[src/bsfs_pkg.sv]
////////////////////////////////////////////////////////////////////////////////
// Overview of operation
// - soft-start begins 384 cycles after enable, supplies good and clock lock.
// - enable sink current stays on until soft-start begins, then switches off.
// - shutdown, fault or supply loss resets soft-start and changes both gates at once.
// - soft-start counter advances per phase pulse, full ramp after 2560 cycles.
// - modulator output blocked from gate drivers until first modulator pulse seen.
// - low-side drive held low for the first switching cycle after start.
// - precharge above target below 113% withholds switching until target and pulse.
// - enable low, precharge 113-120%: low-side on at 113%, off below 87%.
// - precharge above 120% latches the controller off, no power-up.
// - output ok flag stays low until soft-start has completed.
// - output ok drops on disable or window loss after three consecutive cycles.
// - undervoltage armed after soft-start; below -13% drops ok unless other fault.
// - overvoltage above 120% from soft-start latches high-side off, low-side until 87%.
// - latched overvoltage forces enable and ok low until bias supply cycles.
// - enable low and 113-120%: low-side on until below 87%, no latch.
// - over-temperature pulls shared enable low until the indication clears.
// - phase overcurrent declared after limit comparator high for 7 consecutive cycles.
// - share-bus comparator excess also declares overcurrent, independent path.
// - overcurrent pulls enable low and high-side drive off at once, low-side drive off by the next cycle.
// - after overcurrent wait three soft-start intervals, retry, repeat until cleared.
// - all modules pull shared enable low on a fault and treat low as disable.
// - leading-edge modulation with at least 350ns dead time every period.
// - sync missing for 13 cycles disables until lock returns, then fresh soft-start.
////////////////////////////////////////////////////////////////////////////////
package bsfs_pkg;
   localparam int unsigned CLK_HZ = 25_000_000;
   localparam int unsigned START_DELAY_CYCLES = 384;
   localparam int unsigned SOFT_START_CYCLES = 2560;
   localparam int unsigned OK_FILTER_CYCLES = 3;
   localparam int unsigned OC_FILTER_CYCLES = 7;
   localparam int unsigned HICCUP_INTERVALS = 3;
   localparam int unsigned SYNC_LOSS_CYCLES = 13;
   localparam int unsigned DEAD_TIME_NS = 350;
   // least time rounds up
   localparam int unsigned DEAD_TIME_CYCLES = (DEAD_TIME_NS * (CLK_HZ / 1_000_000) + 999) / 1000;
   localparam int unsigned CNT_W = 14;
   typedef enum logic [2:0] {BSFS_IDLE, BSFS_DELAY, BSFS_SOFT, BSFS_RUN, BSFS_HICCUP, BSFS_LATCHED} bsfs_state_t;
endpackage : bsfs_pkg

[src/bsfs_sequencer.sv]
module bsfs_sequencer
   import bsfs_pkg::*;
#(
   parameter int unsigned START_DELAY = bsfs_pkg::START_DELAY_CYCLES,
   parameter int unsigned SS_CYCLES = bsfs_pkg::SOFT_START_CYCLES,
   parameter int unsigned OC_CYCLES = bsfs_pkg::OC_FILTER_CYCLES
)
(
   // clock and reset
   input wire logic ref_clk_in,
   input wire logic rst_n_in,
   // phase clock and sync
   input wire logic phase_pulse_in,
   input wire logic sync_clock_input_in,
   input wire logic pll_lock_in,
   // supplies and enable
   input wire logic bias_por_ok_in,
   input wire logic input_por_ok_in,
   input wire logic enable_above_thr_in,
   // output monitor comparators
   input wire logic output_monitor_input_above_target_in,
   input wire logic output_monitor_input_above_113_in,
   input wire logic output_monitor_input_above_120_in,
   input wire logic output_monitor_input_below_87_in,
   input wire logic output_monitor_input_below_uv_in,
   input wire logic output_monitor_input_in_window_in,
   // protection comparators
   input wire logic over_temp_in,
   input wire logic phase_oc_in,
   input wire logic current_share_bus_oc_in,
   // modulator
   input wire logic modulator_pwm_in,
   // outputs
   output logic enable_pull_low_out,
   output logic enable_sink_on_out,
   output logic high_side_gate_drive_out,
   output logic low_side_gate_drive_out,
   output logic output_ok_flag_out,
   output logic soft_start_active_out,
   output logic [CNT_W-1:0] soft_start_level_out
);
   import bsfs_pkg::*;

   // the filter counter is three bits wide and the delay must fit the shared counter
   if (START_DELAY < 1 || START_DELAY >= (1 << CNT_W) || SS_CYCLES < 1 || SS_CYCLES >= (1 << (CNT_W - 2))
      || OC_CYCLES < 1 || OC_CYCLES > 7)
   begin : g_param_check
      $error("bsfs_sequencer: unsupported parameter values");
   end

   ////////////////////////////////////////////////////////////////////////////////
   // two-flop synchronisers for every comparator and pin
   localparam int NSYNC = 16;
   logic [NSYNC-1:0] sync_a;
   logic [NSYNC-1:0] sync_b;
   wire [NSYNC-1:0] raw_in = {sync_clock_input_in, pll_lock_in, bias_por_ok_in, input_por_ok_in,
      enable_above_thr_in, output_monitor_input_above_target_in, output_monitor_input_above_113_in,
      output_monitor_input_above_120_in, output_monitor_input_below_87_in,
      output_monitor_input_below_uv_in, output_monitor_input_in_window_in, over_temp_in,
      phase_oc_in, current_share_bus_oc_in, modulator_pwm_in, phase_pulse_in};

   genvar gi;
   generate
      for (gi = 0; gi < NSYNC; gi++)
      begin : g_sync
         always_ff @(posedge ref_clk_in)
         begin
            if (!rst_n_in)
            begin
               sync_a[gi] <= 1'b0;
               sync_b[gi] <= 1'b0;
            end
            else
            begin
               sync_a[gi] <= raw_in[gi];
               sync_b[gi] <= sync_a[gi];
            end
         end
      end
   endgenerate

   wire s_sync = sync_b[15];
   wire s_lock = sync_b[14];
   wire s_bias = sync_b[13];
   wire s_vin = sync_b[12];
   wire s_en = sync_b[11];
   wire s_tgt = sync_b[10];
   wire s_113 = sync_b[9];
   wire s_120 = sync_b[8];
   wire s_87 = sync_b[7];
   wire s_uv = sync_b[6];
   wire s_win = sync_b[5];
   wire s_ot = sync_b[4];
   wire s_poc = sync_b[3];
   wire s_boc = sync_b[2];
   wire s_pwm = sync_b[1];
   wire s_phase = sync_b[0];

   ////////////////////////////////////////////////////////////////////////////////
   // state
   bsfs_state_t state;
   bsfs_state_t next_state;
   logic [CNT_W-1:0] cnt;
   logic [CNT_W-1:0] next_cnt;
   logic [1:0] hic_n;
   logic [3:0] sync_lost_cnt;
   logic [2:0] oc_cnt;
   logic [1:0] bad_cnt;
   logic phase_d;
   logic pwm_d;
   logic pwm_seen;
   logic first_cycle;
   logic ov_latch;
   logic ov_ls_on;
   logic pre120_latch;
   logic nl_ls_on;
   logic ot_hold;
   logic sync_lost;
   logic [3:0] dead_cnt;

   wire phase_edge = s_phase & ~phase_d;
   wire pwm_edge = s_pwm & ~pwm_d;
   wire sync_edge_gap = (sync_lost_cnt >= 4'(SYNC_LOSS_CYCLES));
   wire oc_phase = (oc_cnt >= 3'(OC_CYCLES));
   wire oc_fault = oc_phase | s_boc;
   wire supplies_ok = s_bias & s_vin & s_lock & ~sync_lost;
   wire local_fault = ov_latch | ot_hold | pre120_latch | ((state == BSFS_SOFT || state == BSFS_RUN) & oc_fault);
   // shared line seen low when others pull it, or we pull it
   wire shared_en = s_en & ~enable_pull_low_out;
   wire go = shared_en & supplies_ok & ~local_fault;
   wire ss_done = (cnt >= CNT_W'(SS_CYCLES - 1)) & phase_edge;
   wire ov_trip = s_120 & (state == BSFS_SOFT || state == BSFS_RUN);
   wire hold_pre = (state == BSFS_SOFT) & s_tgt & ~pwm_seen;
   wire ls_protect = ov_ls_on | nl_ls_on;
   wire switching = (state == BSFS_SOFT || state == BSFS_RUN) & pwm_seen & ~hold_pre & ~ov_latch;
   wire ok_bad = ~shared_en | ~s_win | ((state == BSFS_RUN) & s_uv & ~oc_fault & ~s_ot & s_lock & ~ov_latch);

   ////////////////////////////////////////////////////////////////////////////////
   // sequencer
   always_comb
   begin
      next_state = state;
      next_cnt = cnt;
      case (state)
         BSFS_IDLE:
         begin
            next_cnt = '0;
            if (go)
               next_state = BSFS_DELAY;
         end
         BSFS_DELAY:
         begin
            next_cnt = cnt + 1'b1;
            if (!go)
               next_state = BSFS_IDLE;
            else if (cnt >= CNT_W'(START_DELAY - 1))
            begin
               next_state = BSFS_SOFT;
               next_cnt = '0;
            end
         end
         BSFS_SOFT:
         begin
            if (phase_edge)
               next_cnt = cnt + 1'b1;
            if (oc_fault)
            begin
               next_state = BSFS_HICCUP;
               next_cnt = '0;
            end
            else if (!go)
               next_state = BSFS_IDLE;
            else if (ss_done)
               next_state = BSFS_RUN;
         end
         BSFS_RUN:
         begin
            if (oc_fault)
            begin
               next_state = BSFS_HICCUP;
               next_cnt = '0;
            end
            else if (!go)
               next_state = BSFS_IDLE;
         end
         BSFS_HICCUP:
         begin
            if (phase_edge)
               next_cnt = cnt + 1'b1;
            if (ov_latch)
               next_state = BSFS_LATCHED;
            else if (cnt >= CNT_W'(SS_CYCLES - 1) && phase_edge)
            begin
               // each interval restarts the count, so the wait spans three full ramps
               next_cnt = '0;
               if (hic_n == 2'(HICCUP_INTERVALS))
                  next_state = BSFS_IDLE;
            end
         end
         BSFS_LATCHED:
         begin
            next_cnt = '0;
            // loss of bias is the only way out, the latch flops clear on it too
            if (!s_bias)
               next_state = BSFS_IDLE;
         end
         default:
            next_state = BSFS_IDLE;
      endcase
      if (ov_latch || pre120_latch)
         next_state = BSFS_LATCHED;
   end

   always_ff @(posedge ref_clk_in)
   begin
      if (!rst_n_in)
      begin
         state <= BSFS_IDLE;
         cnt <= '0;
      end
      else
      begin
         state <= next_state;
         cnt <= next_cnt;
      end
   end

   // hiccup counts three soft-start intervals
   always_ff @(posedge ref_clk_in)
   begin
      if (!rst_n_in || state != BSFS_HICCUP)
         hic_n <= 2'd1;
      else if (phase_edge && cnt >= CNT_W'(SS_CYCLES - 1) && hic_n != 2'(HICCUP_INTERVALS))
         hic_n <= hic_n + 2'd1;
   end

   always_ff @(posedge ref_clk_in)
   begin
      if (!rst_n_in)
      begin
         phase_d <= 1'b0;
         pwm_d <= 1'b0;
      end
      else
      begin
         phase_d <= s_phase;
         pwm_d <= s_pwm;
      end
   end

   ////////////////////////////////////////////////////////////////////////////////
   // start-up gating of the modulator
   always_ff @(posedge ref_clk_in)
   begin
      if (!rst_n_in || state != BSFS_SOFT && state != BSFS_RUN)
      begin
         pwm_seen <= 1'b0;
         first_cycle <= 1'b1;
      end
      else
      begin
         if (pwm_edge && !(s_tgt && state == BSFS_SOFT && !pwm_seen && s_tgt))
            pwm_seen <= 1'b1;
         if (pwm_seen && phase_edge)
            first_cycle <= 1'b0;
      end
   end

   ////////////////////////////////////////////////////////////////////////////////
   // sync loss and filters
   always_ff @(posedge ref_clk_in)
   begin
      if (!rst_n_in)
      begin
         sync_lost_cnt <= '0;
         sync_lost <= 1'b0;
         oc_cnt <= '0;
         bad_cnt <= '0;
      end
      else
      begin
         if (s_sync)
            sync_lost_cnt <= '0;
         else if (!sync_edge_gap)
            sync_lost_cnt <= sync_lost_cnt + 4'd1;
         if (sync_edge_gap)
            sync_lost <= 1'b1;
         else if (s_lock && s_sync)
            sync_lost <= 1'b0;
         if (!s_poc)
            oc_cnt <= '0;
         else if (phase_edge && !oc_phase)
            oc_cnt <= oc_cnt + 3'd1;
         if (!ok_bad)
            bad_cnt <= '0;
         else if (bad_cnt != 2'(OK_FILTER_CYCLES))
            bad_cnt <= bad_cnt + 2'd1;
      end
   end

   ////////////////////////////////////////////////////////////////////////////////
   // overvoltage and temperature protection
   always_ff @(posedge ref_clk_in)
   begin
      if (!rst_n_in || !s_bias)
      begin
         ov_latch <= 1'b0;
         ov_ls_on <= 1'b0;
         pre120_latch <= 1'b0;
      end
      else
      begin
         if (ov_trip)
         begin
            ov_latch <= 1'b1;
            ov_ls_on <= 1'b1;
         end
         else if (s_87)
            ov_ls_on <= 1'b0;
         if (s_120 && (state == BSFS_IDLE || state == BSFS_DELAY))
            pre120_latch <= 1'b1;
      end
   end

   always_ff @(posedge ref_clk_in)
   begin
      if (!rst_n_in)
      begin
         nl_ls_on <= 1'b0;
         ot_hold <= 1'b0;
      end
      else
      begin
         if (!shared_en && s_113 && !s_120)
            nl_ls_on <= 1'b1;
         else if (s_87)
            nl_ls_on <= 1'b0;
         ot_hold <= s_ot;
      end
   end

   // dead time after high-side falls
   always_ff @(posedge ref_clk_in)
   begin
      if (!rst_n_in || high_side_gate_drive_out)
         dead_cnt <= 4'(DEAD_TIME_CYCLES);
      else if (dead_cnt != 4'd0)
         dead_cnt <= dead_cnt - 4'd1;
   end

   ////////////////////////////////////////////////////////////////////////////////
   // registered outputs
   wire next_hs = switching & s_pwm & ~first_cycle & (dead_cnt == 4'd0 || high_side_gate_drive_out) & ~oc_fault;
   wire next_ls = ls_protect | (switching & ~first_cycle & ~s_pwm & ~high_side_gate_drive_out & (dead_cnt == 4'd0));

   always_ff @(posedge ref_clk_in)
   begin
      if (!rst_n_in)
      begin
         enable_pull_low_out <= 1'b0;
         enable_sink_on_out <= 1'b1;
         high_side_gate_drive_out <= 1'b0;
         low_side_gate_drive_out <= 1'b0;
         output_ok_flag_out <= 1'b0;
         soft_start_active_out <= 1'b0;
         soft_start_level_out <= '0;
      end
      else
      begin
         enable_pull_low_out <= ov_latch | ov_trip | ot_hold | pre120_latch | (next_state == BSFS_HICCUP);
         enable_sink_on_out <= ~(next_state == BSFS_SOFT || next_state == BSFS_RUN);
         high_side_gate_drive_out <= next_hs & ~ov_trip;
         low_side_gate_drive_out <= next_ls & ~(ov_latch & ~ov_ls_on);
         if (state != BSFS_RUN || bad_cnt == 2'(OK_FILTER_CYCLES) || ov_latch)
            output_ok_flag_out <= 1'b0;
         else if (!ok_bad)
            output_ok_flag_out <= 1'b1;
         soft_start_active_out <= (next_state == BSFS_SOFT);
         soft_start_level_out <= (next_state == BSFS_SOFT) ? next_cnt : ((next_state == BSFS_RUN) ? CNT_W'(SS_CYCLES) : '0);
      end
   end
endmodule : bsfs_sequencer

[config.mk]
export PLATFORM = sky130hd
export DESIGN_NAME = bsfs_sequencer
export DESIGN_NICKNAME = d
export VERILOG_FILES = /design/src/bsfs_pkg.sv /design/src/bsfs_sequencer.sv
export SDC_FILE = /design/constraint.sdc
export NUM_CORES = 1
export LEC_CHECK = 0
export BUFFER_PORTS_ARGS = -buffer_cell sky130_fd_sc_hd__buf_2
export CORE_MARGIN = 5
export CORE_UTILIZATION = 45
export CTS_BUF_LIST = sky130_fd_sc_hd__clkbuf_8
export CTS_CLUSTER_DIAMETER = 120
export CTS_CLUSTER_SIZE = 24
export DETAILED_ROUTE_END_ITERATION = 8
export SLEW_MARGIN = 20
export SYNTH_ARGS = -nofsm -noshare
export SYNTH_HDL_FRONTEND = slang
export SYNTH_SLANG_ARGS = --single-unit
[constraint.sdc]
create_clock -name ref_clk_in -period 2.7 [get_ports ref_clk_in]
set_input_delay 0.54 -clock ref_clk_in [delete_from_list [all_inputs] [get_ports ref_clk_in]]
set_output_delay 0.54 -clock ref_clk_in [all_outputs]
set_load 0.05 [all_outputs]
==> summary.md <==
| Metric | Value |
|---|---|
| Synth cell count leaders | `sky130_fd_sc_hd__dfxtp_1 (94), sky130_fd_sc_hd__nor2_1 (44), sky130_fd_sc_hd__and2_1 (36)` |
| Syn nets | `437` |
| Post-synthesis cell type count | `58` |
| 1st-iter DRT viols | `114` |
| Width of the chip | `102.6 µm` |
| Critical Path Source Type | `flip-flop` |
| DIE AREA | `10520 µm²` |
| Placeable core region | `8299 µm²` |
| Count of flip-flops with a built-in enable after synthesis | `0` |
| Height of the chip | `102.6 µm` |
| Total number of H-tree levels | `3` |
| Switching power | `0.0005740 W` |
| Power density relative to cell area | `591.5 nW/µm²` |
| RSZ-0062 raised after global routing | `false` |
| Count leader, synth | `sky130_fd_sc_hd__dfxtp_1` |
| Clock period minus worst slack | `2.503 ns` |
| Yosys warning count | `0` |
| Static Leakage | `1.724 nW` |
| Worst-case headroom to the max-slew limit | `60.53%` |
| Worst-case clock skew | `0.01294 ns` |
| Total global-route track usage | `15.88%` |
| Cell area after synthesis | `3856 µm²` |
| Max FO, Critical Path | `11` |
| Ratio of cells with drive above 1 in the final layout | `19.60%` |
| Worst-Skew Late Latency | `0.35 ns` |
| Number of hold violations in the final report | `0` |
| Aggregate routed wire length | `7.681 mm` |
| Overall overflow remaining after global route | `0` |
| Syn Inst Count | `410` |
| CTS clk-pin slew, worst paths | `0.09 ns` |
| First-pass GRT wire length | `13.08 mm` |
| Endpoint kind of the worst setup timing path | `flip-flop` |
| Largest voltage drop on the vdd net | `0.2809 mV` |
| Net count reported at finish | `477` |
| Maximum buffer depth of the clock tree | `2` |
| Slew @ Worst Pin | `0.5867 ns` |
| Maximum number of pins on one net before global-route repair | `26` |
| Count of hold buffers inserted by post-cts repair | `0` |
| Power after layout | `0.002585 W` |
| Initial core utilization | `46.46%` |
| Clock tree sinks | `94` |
| Clock tree root buffer cell | `sky130_fd_sc_hd__clkbuf_8` |
| Highest cell delay on the worst timing path | `0.56 ns` |
| Max cap viols | `0` |
| Largest area contributor in the netlist | `sky130_fd_sc_hd__dfxtp_1` |
| Worst hold-check path type | `input pin to flip-flop` |
| Wire length per cell | `13.74 µm` |
| Antenna violations before repair | `0` |
| Post-route DRC | `0` |
| Combinational Power Share | `5.1%` |
| Number of global-route vias before repair | `2855` |
| Most used flip-flop cell after synthesis | `sky130_fd_sc_hd__dfxtp_1` |
| Count of final setup violators | `0` |
| Area growth from synthesis to layout | `13.34%` |
| Sw Share | `22.20%` |
| Minimum setup slack in the final design | `0.1971 ns` |
| Post-synth ARST share | `0%` |
| I/O pin total | `38` |
| Combined buffer and inverter count along the critical path | `0` |
| Clock tree from TritonCTS | `yes` |
| Max-slew violation count | `0` |
| Setup TNS after final layout | `0 ns` |
| Share of the synthesized area in the top cell type | `48.80%` |
| Number of vias per cell | `5.206` |
| Cell with the largest stage delay on the worst path | `sky130_fd_sc_hd__or4_4` |
| Post-cts gate resize count | `0` |
| Post-DP HPWL | `5.553 mm` |
| Average cell area after synthesis | `9.405 µm²` |
| Number of iterations in the first detailed-routing pass | `4` |
| Run status | `finished clean` |
| Most common cell type on the critical path | `sky130_fd_sc_hd__nand3_2` |
| Port Buf Inserts | `37` |
| Internal Power | `0.002011 W` |
| Critical path, cell by cell | `ha_1, nand3_2, or4_4, a31o_1, o41a_4, nand3_2, a221oi_1` |
| Register area share after synthesis | `48.80%` |
| Part of the power in registers | `56.3%` |
| Global placement routability congestion | `0.9050` |
| Fmax | `399.5 MHz` |
| Synthesized flop and latch total | `94` |
| Pre-CTS setup slack | `0.1754 ns` |
| Critical path class | `flip-flop to flip-flop` |
| Data arrival time of the critical path | `2.73 ns` |
| Cts bufs inserted | `9` |
| CP delay by family, top | `simple AND/OR/NAND/NOR gates` |
| Filler cell count in the final layout | `797` |
| Clock group share of total power | `38.6%` |
| Post-CTS setup-driven buffer insertion count | `0` |
| Vias after detailed routing | `2910` |
| Diode count | `0` |
| Number of core rows | `33` |
| Final period utilization | `92.70%` |
| Post-route antenna net violation count | `0` |
| Data required time at the worst endpoint | `2.93 ns` |
| Leading post-synthesis cells by cell area | `sky130_fd_sc_hd__dfxtp_1 (49%), sky130_fd_sc_hd__and2_1 (5.8%), sky130_fd_sc_hd__nor2_1 (4.3%)` |
[routing by layer]
layer / global-route usage [%] / vias to the layer above / share of wire, %
met5: 0 / - / 0
met4: 7.669 / 0 / 2.3
met3: 3.112 / 14 / 3.6
met2: 26.96 / 51 / 48
met1: 19.23 / 1331 / 46
li1: - / 1514 / -
[power groups by stage]
stage / registers (W) / logic (W) / clock network [W]
after floorplan: 0.00148 / 0.0000972 / 0
after global placement: 0.00149 / 0.000129 / 0
after detailed placement: 0.00149 / 0.000133 / 0
after CTS: 0.00146 / 0.000135 / 0.00103
after global routing: 0.00146 / 0.000156 / 0.00108
final: 0.00146 / 0.000132 / 0.000997
[path summary, 6_finish.rpt]
check | start | end | slack (ns) | depth (start not counted)
max | cnt[0]$_SDFF_PN0_ | soft_start_level_out[2]$_SDFF_PN0_ | 0.20 | 7
max reg2reg | cnt[0]$_SDFF_PN0_ | soft_start_level_out[2]$_SDFF_PN0_ | 0.20 | 7
min | sync_clock_input_in | sync_a[15]$_SDFF_PN0_ | 0.38 | 2
min reg2reg | sync_a[2]$_SDFF_PN0_ | s_boc$_SDFF_PN0_ | 0.43 | 1
[worst reg2reg max path, delay by kind of cell, from the launching register on]
kind / cells / cell delay [ns]
fa+ha+maj: 1 / 0.25
flops: 1 / 0.41
compound gates: 3 / 0.72
simple gates: 3 / 1.00
[per-stage QoR]
stage / utilization (%) / cells / hold WS [ns] / area, µm²
2_1_floorplan: - / 410 / 0.4119 / 3856
5_1_grt: 52.66 / 559 / 0.3615 / 4370
3_3_place_gp: 50.11 / 544 / 0.4169 / 4159
3_5_place_dp: 50.11 / 544 / 0.4169 / 4159
4_1_cts: 52.66 / 559 / 0.3684 / 4370
6_report: 52.66 / 559 / 0.3842 / 4370
[final cells by class]
type                       instances  area (µm²)  share of cell area [%]
multi-input combinational        276        1803                   41.25
timing repair buffer              47       260.3                   5.955
clock inverter                     6       87.58                   2.004
sequential                        94        1882                   43.06
clock buffer                       9       123.9                   2.834
tap                              105       131.4                   3.006
inverter                          22       82.58                   1.889
[registers in the layout, indices dropped and copies added (netlist names), 2 cells and up]
name                  cells
sync_lost_cnt             4
cnt                      14
state                     3
dead_cnt                  4
sync_a                   16
oc_cnt                    3
soft_start_level_out     14
hic_n                     2
bad_cnt                   2
[cells by family after synthesis]
family / after synthesis / synth area share, %
flops: 94 / 48.80
buf+inv: 40 / 4.445
xor+xnor: 6 / 1.363
fa+ha+maj: 9 / 2.920
mux: 5 / 1.330
simple gates: 167 / 22.49
compound gates: 89 / 18.66
[cell usage in the layout (no fill, tap or decap), drive strengths merged, types with 4 or more instances in the layout]
cell type	synthesis	routed
o21bai	5	5
nor2	44	44
nand2	35	35
clkbuf	10	9
o21ai	16	16
dfxtp	94	94
mux2i	4	4
inv	21	23
nand2b	6	6
nand4	4	4
o22ai	6	6
and2	36	36
a221oi	16	16
a31oi	8	8
nor2b	5	5
nor3	8	8
buf	8	47
ha	9	9
nor4	4	4
nand3	13	13
a21oi	16	16
(Power assumes the default switching activity.)
